### config.mk
export PLATFORM = sky130hd
export DESIGN_NAME = ebp_port_mux
export DESIGN_NICKNAME = d
export VERILOG_FILES = /design/src/hw/ebp_pkg.sv /design/src/hw/ebp_pin_sync.sv /design/src/hw/ebp_port_mux.sv
export SDC_FILE = /design/constraint.sdc
export NUM_CORES = 1
export LEC_CHECK = 0
export BUFFER_PORTS_ARGS = -buffer_cell sky130_fd_sc_hd__buf_2
export CELL_PAD_IN_SITES_DETAIL_PLACEMENT = 1
export CELL_PAD_IN_SITES_GLOBAL_PLACEMENT = 1
export CORE_MARGIN = 2
export CORE_UTILIZATION = 30
export DETAILED_ROUTE_END_ITERATION = 10
export GPL_TIMING_DRIVEN = 0
export PLACE_DENSITY = 0.59
export SLEW_MARGIN = 20
export SYNTH_ARGS = -nofsm -noshare
export SYNTH_HDL_FRONTEND = slang
export SYNTH_SLANG_ARGS = --single-unit
### constraint.sdc
create_clock -name i_clk -period 4.1 [get_ports i_clk]
set_input_delay 0 -clock i_clk [delete_from_list [all_inputs] [get_ports i_clk]]
set_output_delay 0 -clock i_clk [all_outputs]
set_load 0.01 [all_outputs]
### src/hw/ebp_pkg.sv
package ebp_pkg;

  // Register addresses on the internal peripheral bus
  localparam logic [31:0] OFS_LOW_DATA = 32'hfffff008;
  localparam logic [31:0] OFS_HIGH_DATA = 32'hfffff00a;
  localparam logic [31:0] OFS_UP_DATA = 32'hfffff00c;
  localparam logic [31:0] OFS_ANALOG_DATA = 32'h0fffff0e;
  localparam logic [31:0] OFS_CTL_DATA = 32'hfffff012;
  localparam logic [31:0] OFS_LOW_DIR = 32'hfffff028;
  localparam logic [31:0] OFS_HIGH_DIR = 32'hfffff02a;
  localparam logic [31:0] OFS_UP_DIR = 32'hfffff02c;
  localparam logic [31:0] OFS_CTL_DIR = 32'hfffff032;

  // Port widths
  localparam int LOW_W = 8;
  localparam int HIGH_W = 8;
  localparam int UP_W = 4;
  localparam int ANALOG_W = 8;
  localparam int CTL_W = 7;
  localparam int PIN_W = LOW_W + HIGH_W + UP_W + ANALOG_W + CTL_W;

  // Reset values and unmapped read value: direction bits come up as inputs
  localparam logic [7:0] RST_DIR8 = 8'hff;
  localparam logic [3:0] RST_UP_DIR = 4'hf;
  localparam logic [6:0] RST_CTL_DIR = 7'h7f;
  localparam logic [7:0] RST_LATCH = 8'h00;
  localparam logic [7:0] RD_UNMAPPED = 8'h00;

  // Control-pin positions on the bus-control port
  localparam int CTL_LBE = 0;
  localparam int CTL_UBE = 1;
  localparam int CTL_RW = 2;
  localparam int CTL_DATA_STROBE = 3;
  localparam int CTL_ADDRESS_STROBE = 4;
  localparam int CTL_HACK = 5;
  localparam int CTL_HREQ = 6;

  // Expansion mode codes
  localparam logic [2:0] MODE_PORT = 3'h0;
  localparam logic [2:0] MODE_EXP_A = 3'h3;
  localparam logic [2:0] MODE_EXP_B = 3'h4;
  localparam logic [2:0] MODE_EXP_C = 3'h5;
  localparam logic [2:0] MODE_EXP_D = 3'h7;

  typedef struct packed {
    logic req;
    logic we;
    logic bit_op;
    logic [2:0] bit_idx;
    logic [31:0] addr;
    logic [7:0] wdata;
  } ebp_reg_req_t;

  typedef struct packed {
    logic [15:0] ad_out;
    logic ad_drive;
    logic [3:0] upper_addr;
    logic lower_byte_enable;
    logic upper_byte_enable;
    logic read_write;
    logic data_strobe;
    logic address_strobe;
    logic hold_acknowledge;
  } ebp_bus_drv_t;

endpackage

### src/hw/ebp_pin_sync.sv
`timescale 1ns/1ns
module ebp_pin_sync #(
  parameter int W = 8
) (
  input wire logic i_clk,
  input wire logic i_resetn,
  input wire logic [W-1:0] i_pins,
  output logic [W-1:0] o_level
);

  logic [W-1:0] s1_r;
  logic [W-1:0] s2_r;
  logic [W-1:0] s3_r;
  logic [W-1:0] level_r;
  logic [W-1:0] level_nxt;

  if (W < 1) begin : g_bad_w
    $error("ebp_pin_sync: width must be at least 1");
  end

  // A change is accepted only once the second and third stages agree
  assign level_nxt = (~(s2_r ^ s3_r) & s3_r) | ((s2_r ^ s3_r) & level_r);
  assign o_level = level_r;

  always_ff @(posedge i_clk or negedge i_resetn) begin
    if (!i_resetn) begin
      s1_r <= '0;
      s2_r <= '0;
      s3_r <= '0;
      level_r <= '0;
    end else begin
      s1_r <= i_pins;
      s2_r <= s1_r;
      s3_r <= s2_r;
      level_r <= level_nxt;
    end
  end

endmodule // ebp_pin_sync

### src/hw/ebp_port_mux.sv
`timescale 1ns/1ns
// Summary of operation
// - Every pin of the general ports has its own direction bit.
// - Direction registers take whole-byte and single-bit reads and writes.
// - The low address/data port is plain I/O in code zero and carries bus lines 0-7 in bus codes.
// - The high address/data port is plain I/O in code zero and carries bus lines 8-15 in bus codes.
// - The upper-address port has four pins; byte writes drop the top nibble, reads give no data there.
// - The upper-address port carries lines 16-17 or 16-19 by code, and is plain I/O in code zero.
// - The analog-shared port is eight input-only pins with no direction control.
// - Reading the analog-shared port returns the pin states; analog-used pins read undefined.
// - No digital/analog selector exists; both paths stay on every pin.
// - The bus-control port has seven pins; byte writes drop bit 7, reads give no data there.
// - In bus codes, control pins 0-4 drive byte enables, read/write, data and address strobes.
// - A separate bit turns control pins 5 and 6 into hold acknowledge out and hold request in.
// - Bit 7 of the bus-control direction register ignores writes and reads as zero.
module ebp_port_mux
  import ebp_pkg::*;
(
  input wire logic i_clk,
  input wire logic i_resetn,
  input wire ebp_reg_req_t i_reg,
  output logic [7:0] o_rdata,
  output logic o_ack,
  input wire logic [2:0] i_expansion_code,
  input wire logic i_bus_hold_pin_select,
  input wire ebp_bus_drv_t i_bus,
  output logic [15:0] o_bus_ad_in,
  output logic o_hold_request,
  input wire logic [7:0] i_low_pins,
  output logic [7:0] o_low_out,
  output logic [7:0] o_low_oe_n,
  input wire logic [7:0] i_high_pins,
  output logic [7:0] o_high_out,
  output logic [7:0] o_high_oe_n,
  input wire logic [3:0] i_up_pins,
  output logic [3:0] o_up_out,
  output logic [3:0] o_up_oe_n,
  input wire logic [7:0] i_analog_pins,
  input wire logic [6:0] i_ctl_pins,
  output logic [6:0] o_ctl_out,
  output logic [6:0] o_ctl_oe_n
);

  logic [7:0] lat_low_r;
  logic [7:0] lat_high_r;
  logic [3:0] lat_up_r;
  logic [6:0] lat_ctl_r;
  logic [7:0] dir_low_r;
  logic [7:0] dir_high_r;
  logic [3:0] dir_up_r;
  logic [6:0] dir_ctl_r;
  logic [7:0] rdata_r;
  logic ack_r;
  logic hold_req_r;
  logic [7:0] low_out_r;
  logic [7:0] low_oe_n_r;
  logic [7:0] high_out_r;
  logic [7:0] high_oe_n_r;
  logic [3:0] up_out_r;
  logic [3:0] up_oe_n_r;
  logic [6:0] ctl_out_r;
  logic [6:0] ctl_oe_n_r;
  logic [PIN_W-1:0] pin_lvl;

  ebp_pin_sync #(.W(PIN_W)) u_sync (
    .i_clk(i_clk),
    .i_resetn(i_resetn),
    .i_pins({i_ctl_pins, i_analog_pins, i_up_pins, i_high_pins, i_low_pins}),
    .o_level(pin_lvl)
  );

  wire [7:0] lvl_low = pin_lvl[7:0];
  wire [7:0] lvl_high = pin_lvl[15:8];
  wire [3:0] lvl_up = pin_lvl[19:16];
  wire [7:0] lvl_analog = pin_lvl[27:20];
  wire [6:0] lvl_ctl = pin_lvl[34:28];

  // Register access decode
  wire wr = i_reg.req & i_reg.we;
  wire rd = i_reg.req & ~i_reg.we;
  wire sel_low = i_reg.addr == OFS_LOW_DATA;
  wire sel_high = i_reg.addr == OFS_HIGH_DATA;
  wire sel_up = i_reg.addr == OFS_UP_DATA;
  wire sel_analog = i_reg.addr == OFS_ANALOG_DATA;
  wire sel_ctl = i_reg.addr == OFS_CTL_DATA;
  wire sel_dlow = i_reg.addr == OFS_LOW_DIR;
  wire sel_dhigh = i_reg.addr == OFS_HIGH_DIR;
  wire sel_dup = i_reg.addr == OFS_UP_DIR;
  wire sel_dctl = i_reg.addr == OFS_CTL_DIR;

  // Byte access touches all lanes, bit access only the indexed one
  wire [7:0] wr_mask = i_reg.bit_op ? (8'h01 << i_reg.bit_idx) : 8'hff;
  wire [7:0] wr_val = i_reg.bit_op ? {8{i_reg.wdata[0]}} : i_reg.wdata;

  function automatic logic [7:0] merge(input logic [7:0] old);
    merge = (old & ~wr_mask) | (wr_val & wr_mask);
  endfunction

  // Unused upper bits of narrow registers are padded as zero before merging
  wire [7:0] nxt_lat_up = merge({4'h0, lat_up_r});
  wire [7:0] nxt_lat_ctl = merge({1'b0, lat_ctl_r});
  wire [7:0] nxt_dir_up = merge({4'h0, dir_up_r});
  wire [7:0] nxt_dir_ctl = merge({1'b0, dir_ctl_r});

  // Port data reads show the pin in input mode and the latch in output mode
  wire [7:0] rd_low = (dir_low_r & lvl_low) | (~dir_low_r & lat_low_r);
  wire [7:0] rd_high = (dir_high_r & lvl_high) | (~dir_high_r & lat_high_r);
  wire [3:0] rd_up = (dir_up_r & lvl_up) | (~dir_up_r & lat_up_r);
  wire [6:0] rd_ctl = (dir_ctl_r & lvl_ctl) | (~dir_ctl_r & lat_ctl_r);

  wire [7:0] rd_byte =
    sel_low ? rd_low :
    sel_high ? rd_high :
    sel_up ? {4'h0, rd_up} :
    sel_analog ? lvl_analog :
    sel_ctl ? {1'b0, rd_ctl} :
    sel_dlow ? dir_low_r :
    sel_dhigh ? dir_high_r :
    sel_dup ? {4'h0, dir_up_r} :
    sel_dctl ? {1'b0, dir_ctl_r} : RD_UNMAPPED;
  wire [7:0] rd_nxt = i_reg.bit_op ? {7'h00, rd_byte[i_reg.bit_idx]} : rd_byte;

  // Expansion mode decode; reserved codes leave the pins as plain ports
  wire code_ok = (i_expansion_code == MODE_EXP_A) || (i_expansion_code == MODE_EXP_B) ||
    (i_expansion_code == MODE_EXP_C) || (i_expansion_code == MODE_EXP_D);
  wire up_full = (i_expansion_code == MODE_EXP_C) || (i_expansion_code == MODE_EXP_D);
  wire up_half = (i_expansion_code == MODE_EXP_A) || (i_expansion_code == MODE_EXP_B);
  wire hold_en = i_bus_hold_pin_select;

  wire [15:0] bus_ad = i_bus.ad_out;
  wire [3:0] bus_up = i_bus.upper_addr;
  wire [6:0] bus_ctl = {1'b0, i_bus.hold_acknowledge, i_bus.address_strobe,
    i_bus.data_strobe, i_bus.read_write, i_bus.upper_byte_enable, i_bus.lower_byte_enable};
  wire [7:0] bus_oe_n = {8{~i_bus.ad_drive}};

  wire [3:0] up_exp = up_full ? 4'hf : (up_half ? 4'h3 : 4'h0);
  wire [6:0] ctl_exp = {hold_en, hold_en, {5{code_ok}}};
  wire [6:0] ctl_in_only = {hold_en, 6'h00};

  wire [7:0] low_out_nxt = code_ok ? bus_ad[7:0] : lat_low_r;
  wire [7:0] low_oe_n_nxt = code_ok ? bus_oe_n : dir_low_r;
  wire [7:0] high_out_nxt = code_ok ? bus_ad[15:8] : lat_high_r;
  wire [7:0] high_oe_n_nxt = code_ok ? bus_oe_n : dir_high_r;
  wire [3:0] up_out_nxt = (up_exp & bus_up) | (~up_exp & lat_up_r);
  wire [3:0] up_oe_n_nxt = ~up_exp & dir_up_r;
  wire [6:0] ctl_out_nxt = (ctl_exp & bus_ctl) | (~ctl_exp & lat_ctl_r);
  wire [6:0] ctl_oe_n_nxt = ctl_in_only | (~ctl_exp & dir_ctl_r);
  wire hold_req_nxt = hold_en & lvl_ctl[CTL_HREQ];

  // Software registers
  always_ff @(posedge i_clk or negedge i_resetn) begin
    if (!i_resetn) begin
      lat_low_r <= RST_LATCH;
      lat_high_r <= RST_LATCH;
      lat_up_r <= RST_LATCH[3:0];
      lat_ctl_r <= RST_LATCH[6:0];
      dir_low_r <= RST_DIR8;
      dir_high_r <= RST_DIR8;
      dir_up_r <= RST_UP_DIR;
      dir_ctl_r <= RST_CTL_DIR;
    end else begin
      if (wr && sel_low) lat_low_r <= merge(lat_low_r);
      if (wr && sel_high) lat_high_r <= merge(lat_high_r);
      if (wr && sel_up) lat_up_r <= nxt_lat_up[3:0];
      if (wr && sel_ctl) lat_ctl_r <= nxt_lat_ctl[6:0];
      if (wr && sel_dlow) dir_low_r <= merge(dir_low_r);
      if (wr && sel_dhigh) dir_high_r <= merge(dir_high_r);
      if (wr && sel_dup) dir_up_r <= nxt_dir_up[3:0];
      if (wr && sel_dctl) dir_ctl_r <= nxt_dir_ctl[6:0];
    end
  end

  // Read answer, one cycle after the request
  always_ff @(posedge i_clk or negedge i_resetn) begin
    if (!i_resetn) begin
      rdata_r <= 8'h00;
      ack_r <= 1'b0;
    end else begin
      ack_r <= i_reg.req;
      if (rd) rdata_r <= rd_nxt;
    end
  end

  // Pin drivers: bus duty overrides latch and direction
  always_ff @(posedge i_clk or negedge i_resetn) begin
    if (!i_resetn) begin
      low_out_r <= 8'h00;
      low_oe_n_r <= 8'hff;
      high_out_r <= 8'h00;
      high_oe_n_r <= 8'hff;
      up_out_r <= 4'h0;
      up_oe_n_r <= 4'hf;
      ctl_out_r <= 7'h00;
      ctl_oe_n_r <= 7'h7f;
      hold_req_r <= 1'b0;
    end else begin
      low_out_r <= low_out_nxt;
      low_oe_n_r <= low_oe_n_nxt;
      high_out_r <= high_out_nxt;
      high_oe_n_r <= high_oe_n_nxt;
      up_out_r <= up_out_nxt;
      up_oe_n_r <= up_oe_n_nxt;
      ctl_out_r <= ctl_out_nxt;
      ctl_oe_n_r <= ctl_oe_n_nxt;
      hold_req_r <= hold_req_nxt;
    end
  end

  assign o_rdata = rdata_r;
  assign o_ack = ack_r;
  assign o_bus_ad_in = {lvl_high, lvl_low};
  assign o_hold_request = hold_req_r;
  assign o_low_out = low_out_r;
  assign o_low_oe_n = low_oe_n_r;
  assign o_high_out = high_out_r;
  assign o_high_oe_n = high_oe_n_r;
  assign o_up_out = up_out_r;
  assign o_up_oe_n = up_oe_n_r;
  assign o_ctl_out = ctl_out_r;
  assign o_ctl_oe_n = ctl_oe_n_r;
endmodule // ebp_port_mux

* After elaboration in Yosys (flattened, before gate mapping)
Index checks and enable logic that the tools add are counted.
** Cells by class
- Magnitude comparators :: 1
- Equal/unequal tests :: 13
- Shift-type cells :: 1
- Muxes and demuxes :: 20
- Bitwise operators :: 55
- Reduce and logical (&&, ||, !) cells :: 12
** Operators by type and width (number)
- equality test 32 bit (second input constant) :: 8
- two-way mux 8 bit :: 14
- AND 8 bit :: 9
- AND 35 bit :: 2
- bitwise OR 8 bit :: 6
- AND 7 bit :: 6
- inverter 35 bit :: 1
- bitwise OR 35 bit :: 1
- bitwise OR 7 bit :: 5
- XOR 35 bit :: 1
- equality test 32 x 28 -> 1 bit (second input constant) :: 1
- AND 4 bit :: 7
- inverter 8 bit :: 3
- bitwise OR 4 bit :: 4
- two-way mux 7 bit :: 2
- inverter 7 bit :: 2
- equality test 3 bit (second input constant) :: 3
- logical AND 1 bit :: 8
- inverter 4 bit :: 2
- left shift 1 x 3 -> 8 bit (first input constant) :: 1
- AND 7 x 6 -> 7 bit :: 1
- logical OR 1 bit :: 4
- less-than comparator 3 x 4 -> 1 bit (second input constant) :: 1
- two-way mux 4 bit :: 1
- 6 further kinds :: 9
** Word-level totals
- Flip-flop bits (word level) :: 258
- Output and inout bits :: 80
- Logic and storage cells :: 125

* Longest topological paths before layout
- Word-level depth :: 13
- Mapped depth :: 10

* Hierarchy
A second synthesis with hierarchy kept.
** Unflattened totals
- Cells, all modules :: 728
- Area total of the unflattened synthesis :: 10084.7 um^2
** By module, submodules not included
- ebp_port_mux :: times used 1, cells each 553, area each 6187.2 um^2, seq. area each 3020.4 um^2
- ebp_pin_sync :: times used 1, cells each 175, area each 3897.5 um^2, seq. area each 3503.4 um^2

* Least setup slack after synthesis
Ideal clock, no wire load.
- Path kind :: input to register
- Start point :: input port i_reg[9] in the netlist's numbering
- End point :: register rdata_r[0], in the netlist o_rdata[0]
- Library setup time :: 0.138 ns
- Arrival :: 1.891 ns
- Path slack :: 2.072 ns
- Stages :: 10
- Path buffers :: 2
- Cells stage by stage :: buf_4 -> or4b_4 -> buf_6 -> o22ai_2 -> a211oi_1 -> a221oi_2 -> o221ai_1 -> a2111oi_1 -> nand3_1 -> a2bb2oi_1
** Between the ends
- Longest elaborated chain between the ends :: 13
- Elaborated cells between the ends (all ways) :: 21
** RTL lines
- from (decl) :: RTL line ebp_port_mux.sv:21 : input wire ebp_reg_req_t i_reg,
- equality test 32 bit :: RTL line ebp_port_mux.sv:89 : wire sel_dctl = i_reg.addr == OFS_CTL_DIR;
- two-way mux 7 bit :: RTL line ebp_port_mux.sv:120 : sel_dctl ? {1'b0, dir_ctl_r} : RD_UNMAPPED;
- two-way mux 7 bit :: RTL line ebp_port_mux.sv:119 : sel_dup ? {4'h0, dir_up_r} :
- two-way mux 8 bit :: RTL line ebp_port_mux.sv:118 : sel_dhigh ? dir_high_r :
- two-way mux 8 bit :: RTL line ebp_port_mux.sv:117 : sel_dlow ? dir_low_r :
- two-way mux 8 bit :: RTL line ebp_port_mux.sv:116 : sel_ctl ? {1'b0, rd_ctl} :
- two-way mux 8 bit :: RTL line ebp_port_mux.sv:115 : sel_analog ? lvl_analog :
- two-way mux 8 bit :: RTL line ebp_port_mux.sv:114 : sel_up ? {4'h0, rd_up} :
- two-way mux 8 bit :: RTL line ebp_port_mux.sv:113 : sel_high ? rd_high :
- two-way mux 8 bit * :: RTL line ebp_port_mux.sv:112 : sel_low ? rd_low :
- binary-select mux 1 bit (select 3 bit) :: RTL line ebp_port_mux.sv:121 : wire [7:0] rd_nxt = i_reg.bit_op ? {7'h00, rd_byte[i_reg.bit_idx]} : rd_byte;
- two-way mux 1 bit (implied by the code) :: RTL line ebp_port_mux.sv:121
- two-way mux 8 bit * :: RTL line ebp_port_mux.sv:121
- to (signal assigned) :: RTL line ebp_port_mux.sv:180 : if (rd) rdata_r <= rd_nxt;
- to (decl) :: RTL line ebp_port_mux.sv:52 : logic [7:0] rdata_r;
Mark *: on every way between the ends. The rest lies on a longest branch, timed or not. The select of a mux whose other input is x is not followed.
A chain may end at the register's enable or synchronous reset.

==> flow_metrics.env <==
export IMPL_synth_edff_count=0
export IMPL_hold_violations=0
export IMPL_finalWirelength_mm=31.4
export IMPL_root_buffer="clkbuf_16"
export IMPL_dieHeight_um=187
export IMPL_post_place_cells=1448
export IMPL_syn_instance_count=807
export IMPL_clk_latency_ns=0.56
export IMPL_grt_pass1_wl_mm=48.9
export IMPL_fp_row_count=67
export IMPL_min_path_type="input pin to flip-flop"
export IMPL_p_clk_frac=0.458
export IMPL_drc_errors=0
export IMPL_p_total_mw=5.95
export IMPL_clkTransAtPathRegs_ns=0.06
export IMPL_crit_arrival_ns=3.54
export IMPL_p_sw_frac=0.237
export IMPL_synth_top_area_frac=0.508
export IMPL_max_freq_mhz=328
export IMPL_mostFrequentLayoutCell="dfrtp_1"
export IMPL_wl_per_cell_um=19.8
export IMPL_grt_pass1_vias=8013
export IMPL_status="finished, final reports clean"
export IMPL_rsz0062_at_grt="false"
export IMPL_synth_distinct_cells=61
export IMPL_synth_area_sq_mm=0.0100
export IMPL_drt_pass1_iter_count=7
export IMPL_fin_crit_sh=0.744
export IMPL_p_int_mw=4.54
export IMPL_max_slew_margin=0.296
export IMPL_slew_violations=0
export IMPL_cp_slowest_cell="dlygate4sd3_1"
export IMPL_drv_cap=0
export IMPL_viasPerCell=4.72
export IMPL_start_util=0.302
export IMPL_worst_setup_path_end_kind="flip-flop"
export IMPL_worst_pin_slew_ns=1.04
export IMPL_post_cts_setup_buffers=0
export IMPL_p_seq_frac=0.461
export IMPL_ios=194
export IMPL_htree_levels=1
export IMPL_grt_max_degree=97
export IMPL_port_buffers=191
export IMPL_place_hpwl_mm=22.5
export IMPL_syn_nets=921
export IMPL_post_route_min_period_ns=3.05
export IMPL_coreArea_sq_mm=0.0333
export IMPL_cp_required_ns=4.59
export IMPL_p_leak_nw=5.87
export IMPL_async_flop_share=1.00
export IMPL_antenna_found_initial=2
export IMPL_setup_tns_ns=0
export IMPL_drtIter0Drc=453
export IMPL_syn_area_per_cell_sq_um=12.4
export IMPL_nNetsFinal=1225
export IMPL_seq_area_frac_synth=0.650
export IMPL_synth_seq_cells=258
export IMPL_finalSetupViolCount=0
export IMPL_cts_tree="done"
export IMPL_cts_buffers=30
export IMPL_finalNonFillerCells=1584
export IMPL_clockBufferDepth=3
export IMPL_critical_path_class="input pin to flip-flop"
export IMPL_track_usage=0.181
export IMPL_drive_gt1_frac=0.320
export IMPL_die_area_sq_mm=0.0350
export IMPL_pwr_share_comb=0.081
export IMPL_vdd_drop_max_mv=0.282
export IMPL_clock_sinks=258
export IMPL_vias=7479
export IMPL_areaGrowthSynthToFinish_pct=34.0
export IMPL_grt_overflow_total=0
export IMPL_cp_slowest_stage_delay_ns=0.60
export IMPL_fin_hold_ws_ns=0.0248
export IMPL_critPathLaunchType="input pin"
export IMPL_synth_warnings=0
export IMPL_crit_fanout=10
export IMPL_dieWidth_um=187
export IMPL_power_density_mw_per_mm2=442
export IMPL_gp_congestion=0.895
export IMPL_p_sw_mw=1.41
export IMPL_cts_hold_buf=79
export IMPL_fin_skew_ns=0.0112
export IMPL_cts_resized=0
export IMPL_mostFrequentLayoutCells="dfrtp_1, buf_2, nand2_1"
export IMPL_synth_ff_type="dfrtp_1"
export IMPL_synth_top_area_cell="dfrtp_1"
export IMPL_cp_cell_sequence="buf_2, nor4b_1, nand4b_2, nor2_1, nand2_1, nor4_4, nand2_1, dlygate4sd3_1, o21ai_0, dlygate4sd3_1"
export IMPL_synth_area_top_cells="dfrtp_1, dfstp_2, nand2_1, maj3_1, o21ai_0"
export IMPL_n_fill_cell=3638
export IMPL_antenna_left=0
==> critical path, delay by kind of cell <==
family                 cells  cell delay (ns)
AO/OA/AOI/OAI              1             0.13
buffers and inverters      3             1.29
AND/OR/NAND/NOR            6             2.12
==> synth_stat cells (3+ instances only) <==
cell type,number
clkbuf_1,19
a211oi_1,3
buf_6,3
mux2i_1,21
o21ai_0,52
mux2_2,18
nor2b_1,11
dfrtp_1,204
o31ai_1,25
maj3_1,35
buf_4,18
dfstp_2,54
o211ai_1,3
a21oi_1,16
a22oi_1,7
inv_1,5
nand2_1,141
nor4_1,4
nor4_4,5
or2_2,3
o221ai_1,4
buf_2,6
nand3_1,7
a222oi_1,3
a31oi_1,3
o22ai_1,5
nor2_1,26
and3_1,4
nand2b_1,11
and2_1,15
a22o_1,3
nor3_1,8
o21a_1,16
nand4_1,11
a32oi_1,6
==> kinds of logic after synthesis <==
| logic type | count (synthesis) | share of synthesized area |
|---|---|---|
| AND/OR/NAND/NOR | 264 | 0.137 |
| buffers and inverters | 51 | 0.0288 |
| AO/OA/AOI/OAI | 160 | 0.109 |
| flip-flops | 258 | 0.650 |
| adder cells (fa/ha/maj) | 35 | 0.0349 |
| multiplexers | 39 | 0.0411 |
==> layout make-up <==
type                    instances  area, sq um  share of cell area
multi-input cells             498         3250               0.241
well taps                     448          561              0.0416
flip-flops and latches        258         6520               0.485
inverters                       5         18.8             0.00139
clock buffers                  45          908              0.0675
clock inverters                11          119             0.00883
diodes                          1         2.50            0.000186
plain buffers                  46          270              0.0201
repair buffers                272         1810               0.135
==> through the flow <==
step | utilization | area [sq um] | setup WS [ns]
final | 0.404 | 13500 | 1.05
after global routing | 0.404 | 13500 | 0.889
after CTS | 0.404 | 13500 | 1.14
after detailed placement | 0.350 | 11600 | 1.34
after global placement | 0.347 | 11600 | -1.77
after floorplan | - | 10000 | 2.07
==> per-layer routing <==
| metal | global-route usage | share of wire | up-vias |
|---|---|---|---|
| met5 | 0 | 0.00041 | - |
| li1 | - | - | 3469 |
| met2 | 0.282 | 0.45 | 212 |
| met1 | 0.261 | 0.48 | 3749 |
| met3 | 0.0347 | 0.052 | 47 |
| met4 | 0.0440 | 0.022 | 2 |
==> power groups by stage <==
stage / combinational, mW / sequential [mW] / clock, mW
2_1_floorplan: 0.171 / 2.78 / 0
4_1_cts: 0.490 / 2.75 / 2.80
6_report: 0.482 / 2.74 / 2.72
3_5_place_dp: 0.430 / 2.79 / 0
3_3_place_gp: 0.418 / 2.79 / 0
5_1_grt: 0.531 / 2.76 / 2.90
==> path summary, 6_finish.rpt <==
check | slack, ns | start | depth (start not counted) | end
worst max-delay path | 1.05 | i_reg[16] | 10 | flip-flop
worst min-delay path | 0.02 | i_reg[2] | 3 | flip-flop
worst max register to register | 1.44 | flip-flop | 8 | o_rdata[0]
worst min register to register | 0.34 | u_sync.s1_r[7] | 0 | u_sync.s2_r[7]
max in group asynchronous | 3.14 | i_resetn | 3 | asynchronous set/reset pin
min in group asynchronous | 0.03 | i_resetn | 2 | u_sync.s2_r[0]
No activity file was read; power rests on OpenSTA's default activity.
